`src/rtl/tes_map.svh`:
```
`ifndef TES_MAP_SVH
`define TES_MAP_SVH

// ----------------------------------------------------------------
// register byte addresses
// ----------------------------------------------------------------
`define TES_ADDR_CTRL   8'h00
`define TES_ADDR_TDLY   8'h04
`define TES_ADDR_EXPO   8'h08
`define TES_ADDR_LINES  8'h0C
`define TES_ADDR_POST   8'h10
`define TES_ADDR_STAT   8'h14
`define TES_ADDR_FCNT   8'h18

// ----------------------------------------------------------------
// control field positions
// ----------------------------------------------------------------
`define TES_CTRL_EN     0
`define TES_CTRL_TRIG   1
`define TES_CTRL_SWTRG  2

// ----------------------------------------------------------------
// reset values
// ----------------------------------------------------------------
`define TES_RST_TDLY    24'h000000
`define TES_RST_EXPO    12'h004
`define TES_RST_LINES   12'h010
`define TES_RST_POST    24'h0000C8

// ----------------------------------------------------------------
// sensor geometry and exposure limits
// ----------------------------------------------------------------
`define TES_LINE_PIX    2624
`define TES_EXP_MIN     12'h001

// ----------------------------------------------------------------
// timing, in ns, and derived cycle counts
// ----------------------------------------------------------------
`define TES_CLK_NS      4
`define TES_TRG_STB_NS  500
`define TES_SNS_STB_NS  2000
`define TES_EXP_ACT_NS  1500
`define TES_TRG_STB_CYC (`TES_TRG_STB_NS / `TES_CLK_NS)
`define TES_SNS_STB_CYC (`TES_SNS_STB_NS / `TES_CLK_NS)
`define TES_EXP_ACT_CYC (`TES_EXP_ACT_NS / `TES_CLK_NS)
`define TES_OUT_STAGE   1

`endif

```
`src/rtl/tes_pkg.sv`:
```
package tes_pkg;

  // ----------------------------------------------------------------
  // sequencer states
  // ----------------------------------------------------------------
  typedef enum logic [1:0] {
    TES_IDLE  = 2'b00,
    TES_DELAY = 2'b01,
    TES_SCAN  = 2'b10,
    TES_POST  = 2'b11
  } tes_state_t;

  // ----------------------------------------------------------------
  // sensor control bundle
  // ----------------------------------------------------------------
  typedef struct packed {
    logic        reset_all;
    logic        row_rst;
    logic [11:0] rst_row;
    logic        read_en;
    logic [11:0] read_row;
    logic [11:0] col;
  } tes_sens_t;

endpackage

```
`src/rtl/tes_lvl_delay.sv`:
```
`timescale 1ns/10ps
module tes_lvl_delay #(
  parameter int DLY = 8,
  parameter int CW  = 10
) (
  input  wire logic clk,
  input  wire logic rst_n,
  input  wire logic din,
  output logic      dout
);

  // ----------------------------------------------------------------
  // edge replay: each change of din reaches dout DLY cycles later;
  // a change arriving before the previous one is replayed wins
  // ----------------------------------------------------------------
  logic [CW-1:0] cnt;
  logic          pend;
  logic          val;
  wire           changed = (din != val);
  wire           expire  = pend && (cnt == '0);

  always_ff @(posedge clk or negedge rst_n) begin
    if (!rst_n) begin
      cnt  <= '0;
      pend <= 1'b0;
      val  <= 1'b0;
      dout <= 1'b0;
    end else if (changed) begin
      val  <= din;
      // the change is seen one edge after din moved, so that edge is counted too
      cnt  <= CW'(DLY - 2);
      pend <= 1'b1;
    end else if (expire) begin
      dout <= val;
      pend <= 1'b0;
    end else if (pend) begin
      cnt <= cnt - 1'b1;
    end
  end
endmodule // tes_lvl_delay

```
`src/rtl/tes_sequencer.sv`:
```
// ----------------------------------------------------------------
// Overview of operation
// RULE1 - triggered mode keeps the sensor idle until a trigger, then exposes and reads
// RULE2 - an accepted trigger waits the programmed trigger delay before exposure
// RULE3 - trigger source spaces triggers by exposure plus readout plus post timeout
// RULE4 - after readout a post-image timeout passes before the next exposure
// RULE5 - strobe output follows the trigger input after about 0.5 us
// RULE6 - sensor internal strobe reaches the strobe output after about 2 us
// RULE7 - exposure-active output rises about 1.5 us after exposure starts
// RULE8 - every line is read in full, 2624 pixels, whatever the region width
// RULE9 - free-run uses rolling shutter, triggered starts use global reset release
// RULE10 - rolling shutter starts each row one line time after the previous row
// RULE11 - global reset resets all rows; later rows integrate one line longer
// RULE12 - rolling-shutter flash starts after all rows open, ends before first closes
// RULE13 - global-reset flash may fire at exposure start with no delay
// RULE14 - exposure is whole row times with an enforced minimum
// RULE15 - triggers arriving while a frame sequence runs are dropped, not queued
// ----------------------------------------------------------------
`timescale 1ns/10ps
`include "tes_map.svh"
module tes_sequencer
  import tes_pkg::*;
#(
  parameter int LINE_PIX = `TES_LINE_PIX
) (
  input  wire logic        ref_clk,
  input  wire logic        arst_n,
  input  wire logic [7:0]  addr,
  input  wire logic [31:0] wdata,
  input  wire logic        wr,
  input  wire logic        rd,
  output logic      [31:0] rdata,
  input  wire logic        hw_trig,
  input  wire logic        sens_strobe,
  output tes_sens_t        sens,
  output logic             strobe_out,
  output logic             exp_active
);

  // ----------------------------------------------------------------
  // reset release
  // ----------------------------------------------------------------
  logic rst_meta;
  logic rst_n;

  always_ff @(posedge ref_clk or negedge arst_n) begin
    if (!arst_n) begin
      rst_meta <= 1'b0;
      rst_n    <= 1'b0;
    end else begin
      rst_meta <= 1'b1;
      rst_n    <= rst_meta;
    end
  end

  // ----------------------------------------------------------------
  // registers
  // ----------------------------------------------------------------
  logic        enable;
  logic        mode_trig;
  logic [23:0] trig_delay;
  logic [11:0] exp_rows;
  logic [11:0] lines;
  logic [23:0] post_cyc;
  logic [15:0] frame_cnt;

  wire wr_ctrl  = wr && (addr == `TES_ADDR_CTRL);
  wire wr_tdly  = wr && (addr == `TES_ADDR_TDLY);
  wire wr_expo  = wr && (addr == `TES_ADDR_EXPO);
  wire wr_lines = wr && (addr == `TES_ADDR_LINES);
  wire wr_post  = wr && (addr == `TES_ADDR_POST);
  wire sw_trig  = wr_ctrl && wdata[`TES_CTRL_SWTRG];

  always_ff @(posedge ref_clk or negedge rst_n) begin
    if (!rst_n) begin
      enable     <= 1'b0;
      mode_trig  <= 1'b0;
      trig_delay <= `TES_RST_TDLY;
      exp_rows   <= `TES_RST_EXPO;
      lines      <= `TES_RST_LINES;
      post_cyc   <= `TES_RST_POST;
    end else begin
      if (wr_ctrl) begin
        enable    <= wdata[`TES_CTRL_EN];
        mode_trig <= wdata[`TES_CTRL_TRIG];
      end
      if (wr_tdly)
        trig_delay <= wdata[23:0];
      if (wr_expo)
        exp_rows <= wdata[11:0];
      if (wr_lines)
        lines <= wdata[11:0];
      if (wr_post)
        post_cyc <= wdata[23:0];
    end
  end

  // ----------------------------------------------------------------
  // trigger detection
  // ----------------------------------------------------------------
  logic trig_prev;

  always_ff @(posedge ref_clk or negedge rst_n) begin
    if (!rst_n)
      trig_prev <= 1'b0;
    else
      trig_prev <= hw_trig;
  end

  wire hw_rise  = hw_trig && !trig_prev;
  wire trig_evt = enable && mode_trig && (hw_rise || sw_trig);

  // ----------------------------------------------------------------
  // frame sequencer
  // ----------------------------------------------------------------
  tes_state_t  state;
  tes_state_t  next_state;
  logic [23:0] cnt;
  logic [23:0] next_cnt;
  logic [11:0] col;
  logic [12:0] k;
  logic        glob;
  logic [11:0] exp_eff;
  logic [11:0] lines_l;

  wire [11:0] exp_clamp = (exp_rows < `TES_EXP_MIN) ? `TES_EXP_MIN : exp_rows; // see RULE14
  wire        col_last  = (col == 12'(LINE_PIX - 1));                          // see RULE8
  wire [12:0] scan_len  = 13'(exp_eff) + 13'(lines_l);
  wire        scan_end  = col_last && (k == scan_len - 13'h0001);
  wire        cnt_zero  = (cnt == 24'h000000);
  wire        start     = (state != TES_SCAN) && (next_state == TES_SCAN);

  always_comb begin
    next_state = state;
    next_cnt   = cnt;
    case (state)
      TES_IDLE: begin
        if (trig_evt) begin // see RULE1, RULE15
          next_state = TES_DELAY;
          next_cnt   = trig_delay; // see RULE2
        end else if (enable && !mode_trig) begin
          next_state = TES_SCAN;
        end
      end
      TES_DELAY: begin
        if (cnt_zero)
          next_state = TES_SCAN; // see RULE2
        else
          next_cnt = cnt - 24'h000001;
      end
      TES_SCAN: begin
        if (scan_end) begin
          next_state = TES_POST; // see RULE4
          next_cnt   = post_cyc;
        end
      end
      TES_POST: begin
        if (cnt_zero)
          next_state = TES_IDLE;
        else
          next_cnt = cnt - 24'h000001; // see RULE4
      end
      default: begin
        next_state = TES_IDLE;
        next_cnt   = 24'h000000;
      end
    endcase
  end

  always_ff @(posedge ref_clk or negedge rst_n) begin
    if (!rst_n) begin
      state <= TES_IDLE;
      cnt   <= 24'h000000;
    end else begin
      state <= next_state;
      cnt   <= next_cnt;
    end
  end

  // frame parameters are frozen for the whole scan
  always_ff @(posedge ref_clk or negedge rst_n) begin
    if (!rst_n) begin
      glob    <= 1'b0;
      exp_eff <= `TES_EXP_MIN;
      lines_l <= `TES_RST_LINES;
    end else if (start) begin
      glob    <= mode_trig;  // see RULE9
      exp_eff <= exp_clamp;  // see RULE14
      lines_l <= lines;
    end
  end

  // line timer: one line time is a full sensor line of pixels
  always_ff @(posedge ref_clk or negedge rst_n) begin
    if (!rst_n) begin
      col <= 12'h000;
      k   <= 13'h0000;
    end else if (state != TES_SCAN) begin
      col <= 12'h000;
      k   <= 13'h0000;
    end else if (col_last) begin
      col <= 12'h000; // see RULE8
      k   <= k + 13'h0001;
    end else begin
      col <= col + 12'h001;
    end
  end

  always_ff @(posedge ref_clk or negedge rst_n) begin
    if (!rst_n)
      frame_cnt <= 16'h0000;
    else if (state == TES_SCAN && scan_end)
      frame_cnt <= frame_cnt + 16'h0001;
  end

  // ----------------------------------------------------------------
  // sensor row control
  // ----------------------------------------------------------------
  wire        scan       = (state == TES_SCAN);
  wire        line_start = scan && (col == 12'h000);
  wire [12:0] rd_idx     = k - 13'(exp_eff);
  wire        in_read    = scan && (k >= 13'(exp_eff)) && (rd_idx < 13'(lines_l));
  wire        exposing   = scan && (k < 13'(exp_eff));
  tes_sens_t  next_sens;

  always_comb begin
    next_sens           = '0;
    next_sens.reset_all = line_start && glob && (k == 13'h0000);         // see RULE11
    next_sens.row_rst   = line_start && !glob && (k < 13'(lines_l));     // see RULE10
    next_sens.rst_row   = k[11:0];
    next_sens.read_en   = in_read;                                        // see RULE10
    next_sens.read_row  = rd_idx[11:0];                                   // see RULE11
    next_sens.col       = col;                                            // see RULE8
  end

  always_ff @(posedge ref_clk or negedge rst_n) begin
    if (!rst_n)
      sens <= '0;
    else
      sens <= next_sens;
  end

  // ----------------------------------------------------------------
  // digital outputs
  // ----------------------------------------------------------------
  logic trg_stb;
  logic sns_stb;
  logic exp_dly;

  tes_lvl_delay #(
    .DLY (`TES_TRG_STB_CYC - `TES_OUT_STAGE),
    .CW  (10)
  ) u_trg_stb ( // see RULE5
    .clk   (ref_clk),
    .rst_n (rst_n),
    .din   (hw_trig),
    .dout  (trg_stb)
  );

  tes_lvl_delay #(
    .DLY (`TES_SNS_STB_CYC - `TES_OUT_STAGE),
    .CW  (10)
  ) u_sns_stb ( // see RULE6
    .clk   (ref_clk),
    .rst_n (rst_n),
    .din   (sens_strobe),
    .dout  (sns_stb)
  );

  tes_lvl_delay #(
    .DLY (`TES_EXP_ACT_CYC - `TES_OUT_STAGE),
    .CW  (10)
  ) u_exp_act ( // see RULE7
    .clk   (ref_clk),
    .rst_n (rst_n),
    .din   (exposing),
    .dout  (exp_dly)
  );

  always_ff @(posedge ref_clk or negedge rst_n) begin
    if (!rst_n) begin
      strobe_out <= 1'b0;
      exp_active <= 1'b0;
    end else begin
      strobe_out <= trg_stb || sns_stb; // see RULE5
      exp_active <= exp_dly;            // see RULE7
    end
  end

  // ----------------------------------------------------------------
  // register read
  // ----------------------------------------------------------------
  wire [31:0] stat_word = {28'h0000000, glob, (state != TES_IDLE), state};
  wire [31:0] rmux =
    (addr == `TES_ADDR_CTRL)  ? {30'h00000000, mode_trig, enable} :
    (addr == `TES_ADDR_TDLY)  ? {8'h00, trig_delay} :
    (addr == `TES_ADDR_EXPO)  ? {20'h00000, exp_rows} :
    (addr == `TES_ADDR_LINES) ? {20'h00000, lines} :
    (addr == `TES_ADDR_POST)  ? {8'h00, post_cyc} :
    (addr == `TES_ADDR_STAT)  ? stat_word :
    (addr == `TES_ADDR_FCNT)  ? {16'h0000, frame_cnt} : 32'h00000000;

  always_ff @(posedge ref_clk or negedge rst_n) begin
    if (!rst_n)
      rdata <= 32'h00000000;
    else
      rdata <= rd ? rmux : 32'h00000000;
  end
endmodule // tes_sequencer

```
`config.mk`:
```
export PLATFORM = sky130hd
export DESIGN_NAME = tes_sequencer
export DESIGN_NICKNAME = d
export VERILOG_FILES = /design/src/rtl/tes_pkg.sv /design/src/rtl/tes_lvl_delay.sv /design/src/rtl/tes_sequencer.sv
export VERILOG_INCLUDE_DIRS = /design/src /design/src/rtl
export SDC_FILE = /design/constraint.sdc
export NUM_CORES = 1
export LEC_CHECK = 0
export BUFFER_PORTS_ARGS = -buffer_cell sky130_fd_sc_hd__buf_2
export CORE_MARGIN = 10
export CORE_UTILIZATION = 30
export DETAILED_ROUTE_END_ITERATION = 12
export GPL_ROUTABILITY_DRIVEN = 0
export GPL_TIMING_DRIVEN = 0
export PLACE_DENSITY = 0.56
export SYNTH_ARGS = -nofsm -noshare
export SYNTH_HDL_FRONTEND = slang
export SYNTH_SLANG_ARGS = --single-unit
```
`constraint.sdc`:
```
create_clock -name ref_clk -period 7.9 [get_ports ref_clk]
set_input_delay 1.975 -clock ref_clk [delete_from_list [all_inputs] [get_ports ref_clk]]
set_output_delay 1.975 -clock ref_clk [all_outputs]
set_load 0.005 [all_outputs]
```
# After elaboration in Yosys (flattened, before gate mapping)
# Index checks and enable logic that the tools add are counted.
dict set report op_classes {
  addsub 10
  magnitude_cmp 5
  eq_ne 22
  mux 38
  n_bitwise 3
  reduce_logical 53
}
# operator n
set op_table {}
lappend op_table {{$mux 24} 9}
lappend op_table {{$mux 10} 9}
lappend op_table {{$pmux 24 s3} 1}
lappend op_table {{$lt 13x12->1} 3}
lappend op_table {{$mux 12} 3}
lappend op_table {{$mux 16} 2}
lappend op_table {{$logic_not 10->1} 3}
lappend op_table {{$sub 10x1->10 const B} 3}
lappend op_table {{$mux 13} 2}
lappend op_table {{$eq 8x5->1 const B} 3}
lappend op_table {{$logic_and 1x1->1} 24}
lappend op_table {{$logic_not 24->1} 1}
lappend op_table {{$sub 24x1->24 const B} 1}
lappend op_table {{$add 16x1->16 const B} 1}
lappend op_table {{$eq 8x4->1 const B} 2}
lappend op_table {{$reduce_bool 2->1} 8}
lappend op_table {{$add 12x12->13} 1}
lappend op_table {{$add 13x1->13 const B} 1}
lappend op_table {{$eq 13x13->1} 1}
lappend op_table {{$ge 13x12->1} 1}
lappend op_table {{$logic_not 13->1} 1}
lappend op_table {{$sub 13x1->13 const B} 1}
lappend op_table {{$sub 13x12->13} 1}
lappend op_table {{$add 12x1->12 const B} 1}
lappend op_table {{20 further kinds} 48}
dict set report totals {
  reg_bits 273
  output_inout_bits 73
  word_cells 169
}

# Logic depth before layout (Yosys ltp)
# Gate-level depths: netlist of run 1.
dict set report logic_depth {
  word_depth 9
  ltp_mapped 17
  mapped_depth_nobuf 17
}

# Cells and area by module
# A second synthesis of run 1 with hierarchy kept.
dict set report hier_totals {
  cells_unflattened 1352
  area_unflattened_um2 14327.5
}
# mod instances cells_each area_per_inst_um2 seq_area_each_um2
set by_module_without_submodules {}
lappend by_module_without_submodules {tes_sequencer 1 1147 12231.7 5864.4}
lappend by_module_without_submodules {{tes_lvl_delay (u_trg_stb)} 1 69 706.9 325.3}
lappend by_module_without_submodules {{tes_lvl_delay (u_sns_stb)} 1 68 705.7 325.3}
lappend by_module_without_submodules {{tes_lvl_delay (u_exp_act)} 1 68 683.2 325.3}

# Least setup slack after synthesis of run 1
# No wires, ideal clock.
dict set report synth_timing {
  path_type {input-to-reg}
  from {in addr[1]}
  to {reg trig_delay[10]}
  t_arrival_ns 3.797
  required_ns 7.775
  path_slack_ns 3.978
  cell_stages 9
  n_path_buf 2
  cell_sequence {nor3_1 and2_1 nor2b_1 clkbuf_1 nand2_1 nor2_1 nand2_1 clkbuf_1 mux2_2}
}
dict set report synth_between {
  elab_chain_len 2
}
# item line_no
set synth_rtl {}
lappend synth_rtl {{start: declaration} tes_sequencer.sv:28} ;# input wire logic [7:0] addr,
lappend synth_rtl {{$eq 8x3->1 (no source line)} --}
lappend synth_rtl {{$logic_and 1x1->1} tes_sequencer.sv:68} ;# wire wr_tdly = wr && (addr == `TES_ADDR_TDLY);
lappend synth_rtl {{end signal: assignment} tes_sequencer.sv:78} ;# trig_delay <= `TES_RST_TDLY;
lappend synth_rtl {{end signal: assignment} tes_sequencer.sv:88} ;# trig_delay <= wdata[23:0];
lappend synth_rtl {{end: declaration} tes_sequencer.sv:61} ;# logic [23:0] trig_delay;
# No other way between the ends.
# A chain may end at the register's enable or synchronous reset.

# Worst setup path after layout of run 1
# Same ends and word-level chain as after synthesis.

==> impl_metrics.env, run 1 <==
export IMPL_netlist_top_cells_count="dfrtp_1 (266), nor2_1 (98), mux2_2 (93)"
export IMPL_avgRoutedWirePerCell_microns=18.4
export IMPL_die_w_microns=238
export IMPL_initial_core_util=0.305
export IMPL_via_count=10700
export IMPL_startpoint_type="primary input"
export IMPL_cts_buffer_depth=3
export IMPL_hp_class="reg -> reg"
export IMPL_grt_use_total=0.137
export IMPL_avgViaCountPerCell=5.02
export IMPL_period_needed_ns=4.45
export IMPL_final_hold_viol_count=0
export IMPL_layout_drive_gt1_share=0.217
export IMPL_cts_made_buffers=31
export IMPL_ant_nets=0
export IMPL_intPower_uw=3360
export IMPL_yosysTopAreaCell="dfrtp_1"
export IMPL_timing_worst_setup_path_type="in -> reg"
export IMPL_netlist_instances=1347
export IMPL_finalSetupViolations=0
export IMPL_setup_ws_ns=3.45
export IMPL_power_density_nw_per_um2=316
export IMPL_combinationalPowerShare=0.391
export IMPL_crit_start="addr[1]"
export IMPL_core_area_sq_um=46900
export IMPL_outcome="complete, no violations"
export IMPL_area_delta_synth_final_pct=17.4
export IMPL_worst_path_max_fanout=10
export IMPL_cp_data_arrival_time_ns=4.90
export IMPL_crit_path_end_kind="flip-flop"
export IMPL_ys_ff_latch=273
export IMPL_clock_sinks=273
export IMPL_drv_slew=0
export IMPL_drt_iter0_markers=750
export IMPL_critPathMaxStageDelay_ns=0.49
export IMPL_first_global_vias=10700
export IMPL_drcViolationCount=0
export IMPL_dr_pass1_iters=5
export IMPL_grt_start_max_net_pins=70
export IMPL_clk_latency_ns=0.57
export IMPL_tns_ns=0
export IMPL_min_delay_start="rst_meta"
export IMPL_ir_drop_v=0.000184
export IMPL_multi_input_area_sq_um=6860
export IMPL_wl_microns=39200
export IMPL_nets=1607
export IMPL_ys_types=80
export IMPL_antenna_found_initial=10
export IMPL_r2r_start="k[0]"
export IMPL_yosysSeqAreaShare=0.479
export IMPL_cp_required_ns=8.35
export IMPL_grt_overflow=0
export IMPL_yosysWarnings=0
export IMPL_post_place_ws_ns=2.90
export IMPL_synthFlopType="dfrtp_1"
export IMPL_drv_cap=0
export IMPL_rows=79
export IMPL_worstMarginPinSlew_ns=0.963
export IMPL_cts_hold_buf=0
export IMPL_p_clk_frac=0.283
export IMPL_dp_hpwl_microns=29400
export IMPL_clock_root_buffer="clkbuf_16"
export IMPL_period_share=0.564
export IMPL_grt_pass1_wl_microns=62300
export IMPL_io_pins=119
export IMPL_clock_skew_ns=0.00871
export IMPL_slew_headroom=0.350
export IMPL_cts_max_level=1
export IMPL_cts_resized=0
export IMPL_syn_area_sq_um=14300
export IMPL_postCtsSetupBuffers=0
export IMPL_crit_chain="buf_2 -> nor3_1 -> and2_1 -> nor2b_1 -> clkbuf_1 -> nand2_1 -> nor2_1 -> nand2_1 -> clkbuf_1 -> mux2_2"
export IMPL_cts_clk_slew_worst_paths_ns=0.06
export IMPL_power_share_switching=0.366
export IMPL_timing_fmax_mhz=225
export IMPL_synth_top_area_share=0.466
export IMPL_async_flop_share=1.00
export IMPL_rsz0062_at_grt="no"
export IMPL_syn_area_per_cell_sq_um=10.6
export IMPL_synth_most_common_cell="dfrtp_1"
export IMPL_cts_tree="built"
export IMPL_leakage_uw=0.00776
export IMPL_die_h_microns=238
export IMPL_synth_edff_count=0
export IMPL_p_sw_uw=1940
export IMPL_fillerInstances=4716
export IMPL_placement_io_buffers=102
export IMPL_die_area_sq_um=56700
export IMPL_final_seq_area_sq_um=6840
export IMPL_slowest_stage="nor2_1"
export IMPL_synth_area_leaders="dfrtp_1 (47%), mux2_2 (7.3%), ha_1 (5.8%)"
export IMPL_p_seq_frac=0.326
[logic make-up after synthesis]
group / share of synthesized area
AOI/OAI and AO/OA: 0.110
adders and majority gates: 0.0606
other: 0.000526
and+or+nand+nor: 0.152
DFF: 0.479
muxes: 0.102
buffers and inverters: 0.0430
xor gates and xnor gates: 0.0533
[layout make-up]
type,instances,area share
inverter,81,0.0181
multi-input combinational,938,0.409
tap,607,0.0453
clock inverter,10,0.00955
clock buffer,45,0.0542
antenna,3,0.000448
sequential,273,0.408
buffer,62,0.0185
timing repair buffer,106,0.0370
[critical path, delay by kind of cell]
kind / cells / cell delay (ns)
buffers and inverters: 3 / 0.80
muxes: 1 / 0.40
and+or+nand+nor: 6 / 1.72
[power by group through the flow]
stage                     Sequential [uW]  Combinational, uW  Clock, uW
after floorplan                      1720               1550          0
after global placement               1770               2000          0
after detailed placement             1750               2060          0
after CTS                            1730               2070       1540
after global routing                 1750               2330       1600
final                                1730               2070       1500
[sequential cells by signal, indices dropped and copies added, names as in the netlist, 2 cells and up]
name           flops
rdata             24
u_sns_stb.cnt     10
lines             12
lines_l           12
trig_delay        24
u_trg_stb.cnt     10
exp_eff           12
exp_rows          12
k                 13
u_exp_act.cnt     10
col               12
sens              39
state              2
cnt               24
post_cyc          24
frame_cnt         16
[final timing paths]
kind                                  end  slack (ns)  cells past startpoint
setup / recovery           trig_delay[10]        3.45                     10
min in group asynchronous          col[6]        0.38                      0
max in group asynchronous        rdata[8]        6.38                      2
hold / removal                      rst_n        0.36                      0
setup reg to reg                 sens[24]        3.57                     17
hold reg to reg                     rst_n        0.36                      0
[per-layer routing]
metal  part of all wire  GRT usage
met4              0.021     0.0383
met2               0.47      0.218
met3              0.052     0.0254
met1               0.46      0.186
met5             0.0018          0
[placed cells by master, fill, tap and decap left out, types with 10 or more instances in the layout]
cell       count
nor2b_1       13
nor4_1        20
a211oi_1      12
xnor2_1       50
nand4_1       12
a22oi_1       17
o21a_1        10
mux2_2        93
a22o_1        10
and2_1        11
mux2_4        18
mux2i_1       13
or3_1         15
inv_1         80
and3_1        14
dfrtp_1      265
nand3_1       46
or4_1         11
a21oi_1       53
clkbuf_16     31
nor2_1        98
buf_2        107
o21ai_0       54
nor3_1        44
ha_1          66
clkbuf_1      42
xor2_1        37
nand2_1       90
[metrics by stage]
step                      hold slack (ns)  power [uW]  instances  instance area [sq um]  utilization
after global placement              0.336        3770       2063                  15600        0.333
after floorplan                     0.331        3270       1354                  14300            -
after detailed placement            0.340        3810       2067                  15700        0.335
after CTS                           0.364        5340       2122                  16800        0.358
after global routing                0.373        5680       2123                  16800        0.358
final                               0.356        5300       2125                  16800        0.358
Note: power is estimated with default switching activity, not from simulation.
==> inputs of run 2 (changes only) <==
- PLACE_DENSITY: 0.56 -> 0.55
- clock period: 7.9 -> 4.25 ns (I/O delays scaled with it)
==> impl_metrics.env, run 2 (same netlist as run 1, synthesis figures left out) <==
export IMPL_reg2reg_setup_slack_ns=0.16
export IMPL_intPower_uw=6340
export IMPL_cp_data_arrival_time_ns=4.53
export IMPL_finalSetupViolations=0
export IMPL_largest_register_ff_count=39
export IMPL_initial_core_util=0.305
export IMPL_drt_iter0_markers=675
export IMPL_wl_microns=39600
export IMPL_final_util=0.360
export IMPL_rsz0062_at_grt="yes"
export IMPL_place_area_sq_um=15700
export IMPL_period_share=0.961
export IMPL_cts_max_level=1
export IMPL_slew_headroom=0.357
export IMPL_post_place_ws_ns=-0.164
export IMPL_fin_area_sq_um=16900
export IMPL_core_area_sq_um=46900
export IMPL_cts_made_buffers=31
export IMPL_cts_clk_slew_worst_paths_ns=0.06
export IMPL_outcome="complete, no violations"
export IMPL_rows=79
export IMPL_die_w_microns=238
export IMPL_leakage_uw=0.00781
export IMPL_power_share_switching=0.371
export IMPL_final_hold_viol_count=0
export IMPL_final_cell_mix="dfrtp_1 (265), buf_2 (105), nor2_1 (98)"
export IMPL_area_delta_synth_final_pct=18.2
export IMPL_via_count=10600
export IMPL_p_seq_frac=0.318
export IMPL_startpoint_type="flip-flop"
export IMPL_combinationalPowerShare=0.400
export IMPL_period_needed_ns=4.09
export IMPL_grt_overflow=0
export IMPL_cp_required_ns=4.70
export IMPL_grt_start_max_net_pins=71
export IMPL_p_total_uw=10100
export IMPL_avgViaCountPerCell=4.99
export IMPL_die_area_sq_um=56700
export IMPL_worstMarginPinSlew_ns=0.965
export IMPL_clock_sinks=273
export IMPL_placement_io_buffers=102
export IMPL_cts_buffer_depth=3
export IMPL_drv_slew=0
export IMPL_mostFrequentLayoutCell="dfrtp_1"
export IMPL_fillerInstances=4744
export IMPL_drv_cap=0
export IMPL_clock_root_buffer="clkbuf_16"
export IMPL_ant_nets=0
export IMPL_tns_ns=0
export IMPL_r2r_start="exp_eff[1]"
export IMPL_die_h_microns=238
export IMPL_clock_skew_ns=0.0184
export IMPL_grt_pass1_wl_microns=62300
export IMPL_first_global_vias=10700
export IMPL_dp_hpwl_microns=29600
export IMPL_dr_pass1_iters=5
export IMPL_cts_hold_buf=0
export IMPL_worstReg2RegEnd="cnt[19]"
export IMPL_grt_use_total=0.136
export IMPL_power_density_nw_per_um2=597
export IMPL_antenna_found_initial=10
export IMPL_drcViolationCount=0
export IMPL_layout_drive_gt1_share=0.225
export IMPL_hp_class="in -> async"
export IMPL_worst_path_max_fanout=10
export IMPL_timing_worst_setup_path_type="reg -> reg"
export IMPL_timing_fmax_mhz=245
export IMPL_regMostFlops="sens"
export IMPL_p_sw_uw=3740
export IMPL_worstRegToRegCells=16
export IMPL_nets=1615
export IMPL_p_clk_frac=0.282
export IMPL_ir_drop_v=0.000307
export IMPL_setup_ws_ns=0.164
export IMPL_crit_path_end_kind="flip-flop"
export IMPL_cts_tree="built"
export IMPL_io_pins=119
export IMPL_clk_latency_ns=0.58
export IMPL_avgRoutedWirePerCell_microns=18.6
[run 2: cell types whose count changed in the layout (fill, tap and decap cells not counted), sizes merged]
cell / delta
buf: +6
clkbuf: -5
clkinv: +2
clkinvlp: +2
inv: +2
bufinv: +1
diode: -1
[run 2: area by class of cell]
type                    instances  area [sq um]  area share
clock buffers                  38           842      0.0499
clock inverters                17           239      0.0142
flip-flops and latches        273          6840       0.405
repair buffers                114           673      0.0399
well taps                     607           759      0.0450
plain buffers                  62           315      0.0187
multi-input cells             938          6900       0.409
diodes                          2          5.00    0.000296
inverters                      81           304      0.0180
[run 2: worst max-delay path, stage by stage (launching register included)]
cell	delay (ns)
dfrtp_1	0.40
inv_1	0.15
ha_1	0.25
inv_1	0.06
ha_1	0.16
inv_1	0.05
fa_1	0.43
nor2b_4	0.17
o31ai_4	0.09
a21oi_4	0.18
mux2_1	0.34
or4_1	0.57
clkbuf_4	0.25
nand4_2	0.21
clkbuf_4	0.27
o21ai_0	0.11
a221o_1	0.27
[run 2: worst max path at each step]
stage                           from       endpoint  slack (ns)  cells after the start
after detailed placement        k[0]       sens[24]       -0.16                     17
after global routing            k[0]       sens[24]       -0.02                     17
after floorplan           exp_eff[0]        cnt[22]        0.59                     17
final                     exp_eff[1]        cnt[19]        0.16                     16
after global placement    lines_l[4]  frame_cnt[15]       -0.08                     12
after CTS                 exp_eff[1]        cnt[22]        0.01                     17
[run 2: timing repair]
action / 4_1_cts / 5_1_grt
buffers inserted: 0 / 8
endpoints found under the hold margin: 0 / 0
resized for setup: 2 / 6
setup endpoints to repair: 4 / 18
pin swaps: 1 / 4
[run 2: per-layer routing]
metal | vias up | track usage | wire length, microns
met5 | - | 0 | 59
met4 | 12 | 0.0346 | 741
met3 | 52 | 0.0229 | 1710
met2 | 189 | 0.222 | 18600
met1 | 5306 | 0.185 | 18600
li1 | 5085 | - | -
[run 2: power by group through the flow]
stage	Clock, uW	Combinational, uW	Sequential [uW]
2_1_floorplan	0	2880	3200
3_3_place_gp	0	3720	3280
3_5_place_dp	0	3840	3250
4_1_cts	2920	3910	3200
5_1_grt	3020	4480	3250
6_report	2840	4040	3210
[run 2: metrics by stage]
step,std cells,hold slack [ns]
floorplan,1354,0.331
global placement,2063,0.337
detailed placement,2067,0.343
CTS,2122,0.230
global route,2132,0.237
finish,2132,0.263
